--- src/ais_pkg.sv ---
// shared constants, types and states of the acquisition instruction sequencer
package ais_pkg;
   // ------------------------------------------------------------
   // register addresses on the parallel bus (A4..A1)
   // ------------------------------------------------------------
   localparam logic [3:0] ADDR_CONFIG = 4'h8; // configuration register
   localparam logic [3:0] ADDR_STATUS = 4'hA; // sequencer address readback
   localparam logic [3:0] ADDR_TIMER = 4'hB; // timer preset
   localparam int RAM_SEL_BIT = 3; // address bit that leaves the instruction ram
   localparam int NUM_INSTR = 8; // instructions held
   localparam int NUM_SECT = 3; // 16-bit sections per instruction
   localparam logic [2:0] LAST_INSTR = 3'h7; // highest instruction address
   localparam logic [2:0] FIRST_INSTR = 3'h0; // sequence start
   // ------------------------------------------------------------
   // configuration register fields
   // ------------------------------------------------------------
   localparam int CFG_START = 0; // start / running status
   localparam int CFG_RESET = 1; // soft reset, self clearing
   localparam int CFG_IO_SEL = 7; // trigger pin direction, 1 = output
   localparam int CFG_PTR_LO = 8; // section pointer low bit
   localparam int CFG_PTR_HI = 9; // section pointer high bit
   localparam logic [15:0] CFG_RESET_VAL = 16'h0000;
   localparam logic [15:0] CFG_KEEP_MASK = 16'h0FFD; // reset bit never stored
   localparam logic [1:0] PTR_CONTROL = 2'h0; // control section
   localparam int STAT_ADDR_LO = 8; // sequencer address in status word
   // ------------------------------------------------------------
   // control section fields
   // ------------------------------------------------------------
   localparam int INS_LOOP = 0;
   localparam int INS_PAUSE = 1;
   localparam int INS_POS_LO = 2;
   localparam int INS_NEG_LO = 5;
   localparam int INS_SYNC = 8;
   localparam int INS_TIMER = 9;
   localparam int INS_RES8 = 10;
   localparam int INS_WATCH = 11;
   localparam logic [2:0] NEG_GROUND = 3'h0; // inverting input tied to ground
   // decoded control section
   typedef struct packed {
      logic loop;
      logic pause;
      logic [2:0] positive_input_select;
      logic [2:0] negative_input_select;
      logic neg_ground;
      logic sync_wait;
      logic timer_wait;
      logic res8;
      logic watch;
   } ais_instr_t;
   // sequencer states
   typedef enum logic [3:0] {
      ST_FETCH, ST_DECODE, ST_WAIT_START, ST_TIMER, ST_ACQ, ST_SYNC,
      ST_CONV, ST_CONV_WAIT, ST_NEXT
   } ais_state_t;
endpackage

--- src/ais_decode.sv ---
// control section decoder of the acquisition instruction sequencer
`timescale 1ns/1ps
`default_nettype none
module ais_decode
   import ais_pkg::*;
(
   input wire logic [15:0] word_i, // raw control section
   output var ais_instr_t instr_o // decoded fields
);
   // ------------------------------------------------------------
   // field split
   // ------------------------------------------------------------
   always_comb begin
      instr_o.loop = word_i[INS_LOOP];
      instr_o.pause = word_i[INS_PAUSE];
      instr_o.positive_input_select = word_i[INS_POS_LO +: 3];
      instr_o.negative_input_select = word_i[INS_NEG_LO +: 3];
      instr_o.neg_ground = (word_i[INS_NEG_LO +: 3] == NEG_GROUND);
      instr_o.sync_wait = word_i[INS_SYNC];
      instr_o.timer_wait = word_i[INS_TIMER];
      instr_o.res8 = word_i[INS_RES8];
      instr_o.watch = word_i[INS_WATCH];
   end
endmodule
`default_nettype wire

--- src/ais_sequencer.sv ---
// instruction ram, configuration register and event sequencer
// Overview of operation
// - loop bit ends sequence, next is instruction zero
// - pause bit halts before execute, clears start
// - pause halt raises pause interrupt source five
// - soft reset fetches instruction zero, awaits start
// - first instruction zero run ignores pause
// - after wrap, pause in instruction zero halts
// - bits 2-4 pick non-inverting channel
// - bits 5-7 pick inverting channel, 000 ground
// - sync bit waits trigger edge after acquisition
// - window compare with sync needs two trigger edges
// - timer bit halts until down-counter zero
// - bit 10 picks eight or twelve bits
// - bit 11 chooses two comparisons or conversion
// - config bits 8-9 select instruction section
`timescale 1ns/1ps
`default_nettype none
module ais_sequencer
   import ais_pkg::*;
(
   input wire logic CLK_I, // converter clock
   input wire logic RST_I, // async reset, active high
   input wire logic CS_N_I, // chip select, active low
   input wire logic RD_N_I, // read strobe, active low
   input wire logic WR_N_I, // write strobe, active low
   input wire logic [3:0] ADDR_I, // word address A4..A1
   input wire logic [15:0] DATA_I, // write data
   output logic [15:0] DATA_O, // read data
   input wire logic SYNC_I, // trigger pin level
   output logic SYNC_O, // trigger pin drive
   output logic SYNC_OE_O, // trigger pin enable
   input wire logic ACQ_DONE_I, // acquisition interval over
   input wire logic CONV_DONE_I, // conversion or comparison finished
   input wire logic TIMER_ZERO_I, // down-counter reached zero
   output logic ACQ_START_O, // pulse: begin acquisition
   output logic CONV_START_O, // pulse: sample and convert/compare
   output logic TIMER_START_O, // pulse: reload and run timer
   output logic PAUSE_INT_O, // pulse: pause interrupt source
   output logic [2:0] POS_SEL_O, // non-inverting channel
   output logic [2:0] NEG_SEL_O, // inverting channel
   output logic NEG_GND_O, // inverting input on ground
   output logic RES8_O, // 1 = 8 bits plus sign
   output logic WATCH_O, // 1 = window comparison
   output logic LIMIT2_O, // 1 = second limit in use
   output logic [15:0] TIMER_PRESET_O, // timer preset value
   output logic [2:0] SEQ_ADDR_O // instruction being handled
);
   // ------------------------------------------------------------
   // storage and state
   // ------------------------------------------------------------
   logic [15:0] ram [0:NUM_INSTR*NUM_SECT-1]; // three sections per instruction
   logic [15:0] cfg_reg, cfg_next; // configuration register
   logic [15:0] timer_reg, timer_next; // timer preset
   logic [15:0] rdata_reg, rdata_next; // read data
   ais_state_t state_reg, state_next; // sequencer state
   logic [2:0] addr_reg, addr_next; // instruction address
   logic [15:0] word_reg, word_next; // fetched control section
   logic first_reg, first_next; // first run of instruction zero pending
   logic second_reg, second_next; // second comparison under way
   logic sync_prev_reg; // trigger level last cycle
   logic neg_gnd_reg, neg_gnd_next; // ground flag, taken at decode so the pin comes from a flop
   logic [3:0] pulse_reg, pulse_next; // acq, conv, timer, int strobes
   ais_instr_t instr; // decoded current instruction
   logic wr_en, rd_en, soft_reset, ram_hit, sync_rise;
   logic [1:0] ptr;
   logic [4:0] ram_idx;

   // single decoder for the fetched word
   ais_decode u_decode (
      .word_i(word_reg),
      .instr_o(instr)
   );

   // ------------------------------------------------------------
   // bus decode
   // ------------------------------------------------------------
   // index into the flat ram from pointer and instruction address
   function automatic logic [4:0] ram_index(input logic [1:0] p, input logic [2:0] a);
      ram_index = {p, a};
   endfunction

   assign wr_en = !CS_N_I && !WR_N_I;
   assign rd_en = !CS_N_I && !RD_N_I;
   assign ptr = cfg_reg[CFG_PTR_HI:CFG_PTR_LO];
   // pointer value 11 has no section behind it
   assign ram_hit = !ADDR_I[RAM_SEL_BIT] && (ptr != 2'h3);
   assign ram_idx = ram_index(ptr, ADDR_I[2:0]);
   assign soft_reset = wr_en && (ADDR_I == ADDR_CONFIG) && DATA_I[CFG_RESET];
   assign sync_rise = SYNC_I && !sync_prev_reg; // pin is synchronous already

   // ram writes; no reset so the array stays a plain memory
   always_ff @(posedge CLK_I) begin
      if (wr_en && ram_hit) begin
         ram[ram_idx] <= DATA_I;
      end
   end

   // ------------------------------------------------------------
   // register file next values
   // ------------------------------------------------------------
   always_comb begin
      cfg_next = cfg_reg;
      timer_next = timer_reg;
      rdata_next = rdata_reg;
      // hardware clears start on a pause halt
      if (state_reg == ST_DECODE && instr.pause && !first_reg) begin
         cfg_next[CFG_START] = 1'b0;
      end
      // host write comes last so a start written now wins the clear
      if (wr_en && ADDR_I == ADDR_CONFIG) begin
         cfg_next = DATA_I & CFG_KEEP_MASK;
      end
      if (wr_en && ADDR_I == ADDR_TIMER) begin
         timer_next = DATA_I;
      end
      if (rd_en) begin
         if (ram_hit) begin
            rdata_next = ram[ram_idx];
         end else if (ADDR_I == ADDR_CONFIG) begin
            rdata_next = cfg_reg;
         end else if (ADDR_I == ADDR_STATUS) begin
            rdata_next = 16'h0000;
            rdata_next[STAT_ADDR_LO +: 3] = addr_reg;
         end else if (ADDR_I == ADDR_TIMER) begin
            rdata_next = timer_reg;
         end else begin
            rdata_next = 16'h0000; // unmapped reads zero
         end
      end
   end

   // ------------------------------------------------------------
   // sequencer next values
   // ------------------------------------------------------------
   always_comb begin
      state_next = state_reg;
      addr_next = addr_reg;
      word_next = word_reg;
      first_next = first_reg;
      second_next = second_reg;
      neg_gnd_next = neg_gnd_reg;
      pulse_next = 4'h0;
      case (state_reg)
         // read control section of the current address
         ST_FETCH: begin
            word_next = ram[ram_index(PTR_CONTROL, addr_reg)];
            state_next = ST_DECODE;
         end
         // pause check happens after fetch, before any execution
         ST_DECODE: begin
            neg_gnd_next = instr.neg_ground;
            if (instr.pause && !first_reg) begin
               pulse_next[3] = 1'b1;
               state_next = ST_WAIT_START;
            end else if (!cfg_reg[CFG_START]) begin
               state_next = ST_WAIT_START;
            end else begin
               state_next = instr.timer_wait ? ST_TIMER : ST_ACQ;
               pulse_next[2] = instr.timer_wait;
               pulse_next[0] = !instr.timer_wait;
            end
         end
         // halted until host sets start
         ST_WAIT_START: begin
            if (cfg_reg[CFG_START]) begin
               state_next = instr.timer_wait ? ST_TIMER : ST_ACQ;
               pulse_next[2] = instr.timer_wait;
               pulse_next[0] = !instr.timer_wait;
            end
         end
         // nothing is converted or compared while the timer runs
         ST_TIMER: begin
            if (TIMER_ZERO_I) begin
               state_next = ST_ACQ;
               pulse_next[0] = 1'b1;
            end
         end
         // acquisition interval
         ST_ACQ: begin
            if (ACQ_DONE_I) begin
               state_next = instr.sync_wait ? ST_SYNC : ST_CONV;
            end
         end
         // wait for a trigger edge, convert on the next clock
         ST_SYNC: begin
            if (sync_rise) begin
               state_next = ST_CONV;
            end
         end
         // one conversion, or one of two comparisons
         ST_CONV: begin
            pulse_next[1] = 1'b1;
            state_next = ST_CONV_WAIT;
         end
         ST_CONV_WAIT: begin
            if (CONV_DONE_I) begin
               if (instr.watch && !second_reg) begin
                  second_next = 1'b1;
                  state_next = instr.sync_wait ? ST_SYNC : ST_CONV;
               end else begin
                  second_next = 1'b0;
                  state_next = ST_NEXT;
               end
            end
         end
         // step to the next address, wrapping on loop or at the end
         ST_NEXT: begin
            if (addr_reg == FIRST_INSTR) begin
               first_next = 1'b0;
            end
            if (instr.loop || addr_reg == LAST_INSTR) begin
               addr_next = FIRST_INSTR;
            end else begin
               addr_next = addr_reg + 3'h1;
            end
            state_next = ST_FETCH;
         end
         default: begin
            state_next = ST_FETCH;
         end
      endcase
      // soft reset restarts from instruction zero
      if (soft_reset) begin
         state_next = ST_FETCH;
         addr_next = FIRST_INSTR;
         first_next = 1'b1;
         second_next = 1'b0;
      end
   end

   // ------------------------------------------------------------
   // registers
   // ------------------------------------------------------------
   always_ff @(posedge CLK_I or posedge RST_I) begin
      if (RST_I) begin
         cfg_reg <= CFG_RESET_VAL;
         timer_reg <= 16'h0000;
         rdata_reg <= 16'h0000;
         state_reg <= ST_FETCH;
         addr_reg <= FIRST_INSTR;
         word_reg <= 16'h0000;
         first_reg <= 1'b1;
         second_reg <= 1'b0;
         sync_prev_reg <= 1'b0;
         neg_gnd_reg <= 1'b1;
         pulse_reg <= 4'h0;
      end else begin
         cfg_reg <= cfg_next;
         timer_reg <= timer_next;
         rdata_reg <= rdata_next;
         state_reg <= state_next;
         addr_reg <= addr_next;
         word_reg <= word_next;
         first_reg <= first_next;
         second_reg <= second_next;
         sync_prev_reg <= SYNC_I;
         neg_gnd_reg <= neg_gnd_next;
         pulse_reg <= pulse_next;
      end
   end

   // ------------------------------------------------------------
   // outputs straight from flops
   // ------------------------------------------------------------
   always_comb begin
      DATA_O = rdata_reg;
      ACQ_START_O = pulse_reg[0];
      CONV_START_O = pulse_reg[1];
      TIMER_START_O = pulse_reg[2];
      PAUSE_INT_O = pulse_reg[3];
      SYNC_O = pulse_reg[1]; // conversion start mirrored when pin is output
      SYNC_OE_O = cfg_reg[CFG_IO_SEL];
      POS_SEL_O = instr.positive_input_select;
      NEG_SEL_O = instr.negative_input_select;
      NEG_GND_O = neg_gnd_reg;
      RES8_O = instr.res8;
      WATCH_O = instr.watch;
      LIMIT2_O = second_reg;
      TIMER_PRESET_O = timer_reg;
      SEQ_ADDR_O = addr_reg;
   end
endmodule
`default_nettype wire

--- config.mk ---
export PLATFORM = sky130hd
export DESIGN_NAME = ais_sequencer
export DESIGN_NICKNAME = d
export VERILOG_FILES = /design/src/ais_pkg.sv /design/src/ais_decode.sv /design/src/ais_sequencer.sv
export SDC_FILE = /design/constraint.sdc
export NUM_CORES = 1
export LEC_CHECK = 0
export BUFFER_PORTS_ARGS = -buffer_cell sky130_fd_sc_hd__buf_2
export CAP_MARGIN = 10
export CORE_MARGIN = 10
export CORE_UTILIZATION = 40
export DETAILED_ROUTE_END_ITERATION = 10
export PLACE_DENSITY_LB_ADDON = 0.12
export REMOVE_ABC_BUFFERS = 1
export SYNTH_ARGS = -nofsm -noshare
export SYNTH_HDL_FRONTEND = slang
export SYNTH_SLANG_ARGS = --single-unit
--- constraint.sdc ---
create_clock -name CLK_I -period 3.5 [get_ports CLK_I]
set_input_delay 0.875 -clock CLK_I [delete_from_list [all_inputs] [get_ports CLK_I]]
set_output_delay 0.875 -clock CLK_I [all_outputs]
set_load 0.01 [all_outputs]
==> results.yml, run 1 <==
cells_and_area:
  largest_register_ffs: 384
  drive_gt1_share_pct: 28.36
  finalNonFillerCells: 1873
  seq_area_um2: 13290
  nets: 1258
  multiInputGateArea_um2: 5185
  registers.top_by_ff_count: "ram"
  area_growth_pct: 15.42
  antenna_cells: 0
  nFillCells: 4010
critical_path:
  critPathKind: "reg2out"
  setup.worst_path.start_class: "register"
  critPathArrivalTime_ns: 1.80
  endpoint_kind: "output pin"
  crit_family: "flip-flops"
  critical_path.cell_chain: "buf_2"
  max_stage_delay_ns: 0.94
  r2r_slack_ns: 0.83
  path_buf_inv: 1
  required_ns: 2.62
  crit_slowest_cell: "dfrtp_1"
  crit_fanout: 15
placement:
  hpwl_um: 33180
  portBuffers: 79
  gp_congestion: 0.7863
  dp_cells: 1783
logic_synthesis:
  ys_seq_elements: 454
  async_flop_share_pct: 15.42
  synth_edf_count: 384
  syn_area_per_cell_um2: 17.06
  synth_fa_ha_area_share_pct: 0.1990
  synthFlopType: "edfxtp_1"
  synth_top_family_by_area: "multiplexers"
  synth_top_cell_by_area: "edfxtp_1"
  yosys.area_share.simple_pct: 5.074
  netlist_instances: 1106
  synth_area_leaders: "edfxtp_1 (61%), dfrtp_1 (9.0%), mux4_2 (9.0%)"
  synth_top_area_share_pct: 61.13
  synth.area.mux_share_pct: 16.79
  synth_cell_types: 55
  yosys_warnings: 0
  synth.most_common_cell: "edfxtp_1"
  ys_seq_area_share_pct: 70.43
  synth_compound_gate_area_share_pct: 5.200
  syn_area_um2: 18860
  synth_common_cells: "edfxtp_1 (384), mux2i_1 (96), mux4_2 (75)"
  synthXorXnorAreaFrac_pct: 0
die:
  dieArea_um2: 56240
  core_um2: 46560
  rows: 79
  io_pins: 80
  die_h_um: 237.2
  die_x_um: 237.2
  start_util_pct: 40.52
global_route:
  antenna_found_initial: 1
  grt_pass1_vias: 10870
  overflow: 0
  grt_pass1_wl_um: 75690
  grt_max_degree: 72
  grtUsageTotal_pct: 18.12
power:
  ir_drop_mv: 0.3675
  p_per_area_nw_per_um2: 594.4
  p_leak_nw: 7.585
sta:
  drv_slew: 0
  min_period_ns: 2.671
  final_hold_viol_count: 0
  max-slew-margin-rel_pct: 27.79
  clock_skew_ns: 0.01635
  setup_viol: 0
  fin_crit_sh_pct: 76.31
  setup_tns_ns: 0
  rsz0062_at_grt: "false"
  fmax_ghz: 0.3744
  worstMarginPinSlew_ns: 1.080
drt:
  drtIter0Drc: 967
  routed_via_density: 5.645
  wl_per_cell_um: 27.49
  drc: 0
  vias: 10570
  wl_um: 51490
  postRouteAntennaNets: 0
  first_pass_iters: 5
clocking:
  cts_max_level: 2
  cts_sinks: 454
  cts_buffer_depth: 3
  cts_setup_buffers: 0
  ctsResizeCount: 0
  cts.hold.buffers_added: 0
  clk_latency_ns: 0.59
  cts_tree: "yes"
  root_buffer: "clkbuf_16"
  clk_pin_slew_ns: 0.06
  cts-buffers-inserted: 48
outcome:
  status: "completed"
flow_run:
  max_cap_viol_count: 0
min_path:
  min_path_type: "in2async"
-- layout by cell type, fill, tap and decap left out, drive strengths merged, types with 3 or more instances in the layout --
cell type | synthesis | final
edfxtp | 384 | 384
buf | 48 | 148
mux2i | 96 | 96
mux4 | 75 | 75
nand2 | 70 | 70
dfrtp | 68 | 68
clkbuf | 30 | 63
nor2 | 53 | 53
mux2 | 46 | 46
a21oi | 32 | 32
clkinv | 0 | 24
a31oi | 21 | 21
o21ai | 21 | 21
a22oi | 20 | 20
nand3 | 11 | 11
nand4 | 11 | 11
a221oi | 11 | 11
a211oi | 10 | 10
nor2b | 9 | 9
inv | 9 | 8
o22ai | 8 | 8
nand2b | 6 | 6
nor3 | 6 | 6
o211ai | 5 | 5
nand3b | 5 | 5
nor4b | 5 | 5
nor3b | 4 | 4
and3 | 4 | 4
o22a | 4 | 4
ha | 3 | 3
bufinv | 0 | 3
-- cells by family (layout without fill, tap and decap cells) --
kind of cell | count (synthesis) | count (layout)
fa+ha+maj | 3 | 3
flops | 454 | 454
buf+inv | 87 | 247
simple gates | 197 | 197
compound gates | 148 | 148
mux | 217 | 217
-- metal layers --
| metal | wire (um) | GRT usage [%] | vias to the layer above |
|---|---|---|---|
| met1 | 23250 | 25.31 | 5577 |
| met4 | 936 | 4.227 | 0 |
| met3 | 2448 | 3.068 | 63 |
| met5 | 0 | 0 | - |
| met2 | 24860 | 29.14 | 280 |
| li1 | - | - | 4654 |
-- final cells by class --
type | instances | area share [%]
multi-input combinational | 565 | 23.82
tap | 607 | 3.489
inverter | 9 | 0.1609
clock inverter | 27 | 0.9655
timing repair buffer | 148 | 4.523
clock buffer | 63 | 6.017
sequential | 454 | 61.03
-- metrics by stage --
stage | worst slack, ns | cell area (um2) | hold slack (ns) | utilization (%) | power (mW)
5_1_grt | 0.6273 | 21770 | 0.4127 | 46.76 | 13.46
3_3_place_gp | 0.5254 | 20250 | 0.4362 | 43.50 | 8.131
3_5_place_dp | 0.4640 | 20250 | 0.4538 | 43.50 | 8.148
6_report | 0.8291 | 21770 | 0.3912 | 46.76 | 12.94
2_1_floorplan | 0.5620 | 18460 | 0.4754 | - | 7.332
4_1_cts | 0.7744 | 21770 | 0.3898 | 46.76 | 13.09
-- final timing paths --
check / from / to / cells after the start
worst max-delay path: SEQ_ADDR_O[1] / SEQ_ADDR_O[1] / 1
worst min-delay path: RST_I / word_reg[0] / 2
worst max register to register: cfg_reg[9] / ram[23][8] / 5
worst min register to register: word_reg[7] / NEG_GND_O / 1
max in group asynchronous: RST_I / first_reg / 3
min in group CLK_I: SYNC_I / sync_prev_reg / 1
-- report_power, final --
group / internal, mW / switching, mW
combinational: 0.658 / 0.962
clock: 2.85 / 2.07
sequential: 6.11 / 0.282
total: 9.63 / 3.31
(Power assumes the default switching activity.)
==> inputs of run 2 (changes only) <==
--- a/config.mk
+++ b/config.mk
@@ -5,6 +5,7 @@
 export SDC_FILE = /design/constraint.sdc
 export NUM_CORES = 1
 export LEC_CHECK = 0
+export ABC_AREA = 1
 export BUFFER_PORTS_ARGS = -buffer_cell sky130_fd_sc_hd__buf_2
 export CAP_MARGIN = 10
 export CORE_MARGIN = 10
==> constraint.sdc (replaced) <==
create_clock -name CLK_I -period 2.4 [get_ports CLK_I]
set_input_delay 0.6 -clock CLK_I [delete_from_list [all_inputs] [get_ports CLK_I]]
set_output_delay 0.6 -clock CLK_I [all_outputs]
set_load 0.01 [all_outputs]
==> results.yml, run 2 <==
sta:
  clock_skew_ns: 0.02187
  fin_crit_sh_pct: 94.10
  setup_tns_ns: 0
  fmax_ghz: 0.4428
  min_period_ns: 2.258
  drv_slew: 0
  rsz0062_at_grt: "false"
  setup_ws_ns: 0.1416
  worstMarginPinSlew_ns: 1.095
  max-slew-margin-rel_pct: 26.92
  final_hold_viol_count: 0
  setup_viol: 0
die:
  core_um2: 47750
  start_util_pct: 40.44
  rows: 80
  dieArea_um2: 57460
  io_pins: 80
  die_h_um: 239.7
  die_x_um: 239.7
cells_and_area:
  finalNonFillerCells: 2628
  layout_commonest_cell: "nand2_1"
  drive_gt1_share_pct: 14.90
  nets: 2003
  final_cell_mix: "nand2_1 (549), edfxtp_1 (384), inv_1 (141), nor2_1 (136), o21ai_0 (114)"
  area_growth_pct: 18.16
  antenna_cells: 0
  registers.top_by_ff_count: "ram"
  final_util_pct: 47.78
  largest_register_ffs: 384
clocking:
  cts-buffers-inserted: 50
  root_buffer: "clkbuf_16"
  cts_setup_buffers: 0
  cts_tree: "yes"
  cts_buffer_depth: 3
  cts.hold.buffers_added: 0
  cts_sinks: 454
  ctsResizeCount: 0
  clk_pin_slew_ns: 0.06
  clk_latency_ns: 0.60
  cts_max_level: 2
global_route:
  antenna_found_initial: 1
  grt_max_degree: 46
  grt_pass1_wl_um: 90290
  overflow: 0
  grtUsageTotal_pct: 21.23
  grt_pass1_vias: 13690
logic_synthesis:
  synth_top_area_share_pct: 59.72
  synth.most_common_cell: "nand2_1"
  synth_common_cells: "nand2_1 (549), edfxtp_1 (384), inv_1 (142)"
  synth_area_leaders: "edfxtp_1 (60%), nand2_1 (11%), dfrtp_1 (8.8%)"
  synth_top_cell_by_area: "edfxtp_1"
  syn_area_um2: 19310
  netlist_instances: 1812
  yosys_warnings: 0
  syn_area_per_cell_um2: 10.66
  synth_cell_types: 35
  synthFlopType: "edfxtp_1"
  ys_seq_area_share_pct: 68.81
  ys_seq_elements: 454
  async_flop_share_pct: 15.42
  synth_edf_count: 384
critical_path:
  setup.worst_path.start_class: "register"
  endpoint_kind: "output pin"
  required_ns: 1.80
  critPathKind: "reg2out"
  crit_fanout: 10
  critPathArrivalTime_ns: 1.66
  rr_worst_depth: 10
power:
  ir_drop_mv: 0.5969
  p_per_area_nw_per_um2: 885.4
  p_leak_nw: 9.140
placement:
  gp_congestion: 0.8564
  dp_cells: 2534
  place_ws_ns: -0.08071
  hpwl_um: 39600
  portBuffers: 79
outcome:
  status: "completed"
drt:
  postRouteAntennaNets: 0
  drc: 0
  wl_um: 60570
  routed_via_density: 5.292
  first_pass_iters: 8
  drtIter0Drc: 1414
  vias: 13910
  wl_per_cell_um: 23.05
min_path:
  min_path_type: "in2async"
flow_run:
  max_cap_viol_count: 0
-- run 2: changes by cell type in the layout (fill, tap and decap cells not counted), moves of 63 or more --
cell / previous run / this run
nand2_1: 69 / 549
o21ai_0: 21 / 114
nand3_1: 11 / 110
a21oi_1: 32 / 95
mux2i_1: 96 / 0
mux4_2: 75 / 0
nor2_1: 41 / 136
inv_1: 8 / 141
-- run 2: layout make-up --
| type | count | area (um2) |
|---|---|---|
| Clock inverter | 16 | 146.4 |
| Multi-Input combinational cell | 1115 | 4996 |
| Tap cell | 615 | 769.5 |
| Timing Repair Buffer | 201 | 1649 |
| Inverter | 149 | 560.5 |
| Fill cell | 4441 | 24930 |
| Clock buffer | 78 | 1406 |
| Sequential cell | 454 | 13290 |
-- run 2: stage by stage --
stage	hold slack (ns)	cell area (um2)	power, mW
after floorplan	0.4543	18830	11.19
after global placement	0.4635	21260	12.96
after detailed placement	0.4607	21260	12.99
after CTS	0.008654	22810	20.39
after global routing	0.03585	22810	21.14
final	0.01908	22810	20.20
-- run 2: cell families (layout without fill, tap and decap cells) --
group / Yosys count / after routing / synth area share [%]
AND/OR/NAND/NOR: 856 / 856 / 18.41
flip-flops: 454 / 454 / 68.81
AO/OA/AOI/OAI: 251 / 251 / 6.927
buffers and inverters: 243 / 444 / 5.372
multiplexers: 5 / 5 / 0.2916
adder cells (fa/ha/maj): 3 / 3 / 0.1944
-- run 2: final timing paths --
kind,endpoint,startpoint,slack [ns]
max,SEQ_ADDR_O[1],SEQ_ADDR_O[1],0.14
min reg2reg,DATA_O[4],DATA_O[4],0.48
max in group asynchronous,TIMER_PRESET_O[6],RST_I,1.72
max reg2reg,DATA_O[4],cfg_reg[9],0.34
min in group CLK_I,sync_prev_reg,SYNC_I,0.14
min,word_reg[8],RST_I,0.02
-- run 2: per-layer routing --
metal | up-vias | track usage, % | part of all wire (%)
met1 | 6829 | 28.72 | 43
li1 | 6480 | - | -
met5 | - | 0 | 0
met3 | 96 | 3.298 | 6.8
met2 | 503 | 34.58 | 47
met4 | 0 | 6.367 | 2.6
-- run 2: critical path: stages, from the launching register on --
cell     delay, ns
dfrtp_1       0.64
buf_4         0.27
buf_2         0.16
-- run 2: power by group --
| group | total [mW] | internal, mW | switching, mW |
|---|---|---|---|
| Clock | 7.39 | 4.24 | 3.15 |
| Combinational | 3.56 | 1.16 | 2.41 |
| Sequential | 9.25 | 8.93 | 0.318 |
| Total | 20.2 | 14.3 | 5.87 |
==> inputs of run 3 (changes only) <==
--- a/config.mk
+++ b/config.mk
@@ -12,7 +12,6 @@
 export CORE_UTILIZATION = 40
 export DETAILED_ROUTE_END_ITERATION = 10
 export PLACE_DENSITY_LB_ADDON = 0.12
-export REMOVE_ABC_BUFFERS = 1
 export SYNTH_ARGS = -nofsm -noshare
 export SYNTH_HDL_FRONTEND = slang
 export SYNTH_SLANG_ARGS = --single-unit
==> results.yml, run 3 (synthesis gave the netlist of run 2 again) <==
outcome:
  status: "completed"
clocking:
  cts-buffers-inserted: 50
  cts_tree: "yes"
  cts_max_level: 2
  root_buffer: "clkbuf_16"
  ctsResizeCount: 0
  clk_pin_slew_ns: 0.06
  cts.hold.buffers_added: 0
  cts_setup_buffers: 0
  clk_latency_ns: 0.59
  cts_buffer_depth: 3
  cts_sinks: 454
die:
  start_util_pct: 40.44
  io_pins: 80
  rows: 80
  core_um2: 47750
  dieArea_um2: 57460
  die_h_um: 239.7
  die_x_um: 239.7
critical_path:
  crit_fanout: 38
  endpoint_kind: "output pin"
  required_ns: 1.80
  critPathArrivalTime_ns: 1.66
  critPathKind: "reg2out"
  setup.worst_path.start_class: "register"
power:
  ir_drop_mv: 0.6039
  combinationalPowerShare_pct: 17.6
  power.switching_mw: 5.855
  p_seq_share_pct: 45.0
  p_leak_nw: 9.139
  p_per_area_nw_per_um2: 895.9
  clock_power_share_pct: 37.4
  p_int_mw: 14.63
  swShare_pct: 28.59
cells_and_area:
  drive_gt1_share_pct: 14.58
  final_cell_mix: "nand2_1 (549), edfxtp_1 (384), inv_1 (141), nor2_1 (136), o21ai_0 (114)"
  area_growth_pct: 18.40
  nFillCells: 4358
  layout_commonest_cell: "nand2_1"
  largest_register_ffs: 384
  antenna_cells: 0
  final_util_pct: 47.88
  nets: 1990
  registers.top_by_ff_count: "ram"
sta:
  fin_crit_sh_pct: 94.12
  fmax_ghz: 0.4427
  final_hold_viol_count: 0
  min_period_ns: 2.259
  fin_hold_ws_ns: 0.05141
  setup_viol: 0
  clock_skew_ns: 0.01433
  rsz0062_at_grt: "false"
  drv_slew: 0
  max-slew-margin-rel_pct: 52.79
  setup_tns_ns: 0
  setup_ws_ns: 0.1412
  worstMarginPinSlew_ns: 0.7081
flow_run:
  max_cap_viol_count: 0
drt:
  first_pass_iters: 5
  wl_per_cell_um: 22.91
  routed_via_density: 5.293
  drtIter0Drc: 1180
  postRouteAntennaNets: 0
  wl_um: 59810
  drc: 0
  vias: 13820
global_route:
  antenna_found_initial: 4
  grtUsageTotal_pct: 20.85
  grt_pass1_vias: 13700
  overflow: 0
  grt_max_degree: 52
  grt_pass1_wl_um: 88910
logic_synthesis:
  synth_fp_nets: 1844
placement:
  hpwl_um: 38380
  gp_congestion: 0.8510
  portBuffers: 79
  place_ws_ns: -0.1511
min_path:
  min_path_type: "in2async"
run 3: cell count changes in the layout (fill, tap and decap cells not counted), sizes merged:
| cell | delta |
|---|---|
| inv | +1 |
| clkinv | +7 |
| clkbuf | -15 |
| buf | -13 |
| bufinv | +3 |
run 3: metrics by stage:
stage          instance area [um2]  cells  total power [mW]
2_1_floorplan                19310   1812             11.42
3_3_place_gp                 21240   2521             12.96
3_5_place_dp                 21240   2521             13.00
4_1_cts                      22860   2611             20.65
5_1_grt                      22860   2611             21.38
6_report                     22860   2611             20.48
run 3: layout make-up:
type                            instances  area, um2  share of cell area, %
Sequential cell                       454      13290                  58.11
Multi-Input combinational cell       1115       4996                  21.85
Tap cell                              615      769.5                  3.366
Timing Repair Buffer                  188       1627                  7.115
Clock buffer                           63       1364                  5.966
Inverter                              149      559.3                  2.446
Clock inverter                         27      260.3                  1.138
run 3: worst max-delay path, stage by stage (launching register included):
cell	delay (ns)
dfrtp_1	0.38
buf_4	0.44
buf_2	0.23
run 3: worst paths after layout:
path | from | to | slack, ns | depth (start not counted)
setup / recovery | SEQ_ADDR_O[1] | SEQ_ADDR_O[1] | 0.14 | 2
hold / removal | RST_I | sync_prev_reg | 0.05 | 2
setup reg to reg | cfg_reg[9] | ram[19][0] | 0.38 | 7
hold reg to reg | DATA_O[1] | DATA_O[1] | 0.49 | 2
max in group asynchronous | RST_I | DATA_O[3] | 1.80 | 3
min in group CLK_I | SYNC_I | sync_prev_reg | 0.13 | 1
run 3: routing by layer:
metal	GRT usage, %	up-vias	share of wire (%)	wire, um
met2	34.19	499	47	28350
li1	-	6439	-	-
met4	6.270	4	2.1	1252
met5	0	-	0.043	26
met1	27.98	6801	44	26180
met3	3.264	78	6.7	4002
run 3: power groups by stage:
stage	logic, mW	clock network [mW]	registers [mW]
after detailed placement	3.62	0	9.37
final	3.61	7.65	9.22
after floorplan	2.05	0	9.36
after global placement	3.60	0	9.37
after global routing	4.01	8.11	9.26
after CTS	3.64	7.80	9.22
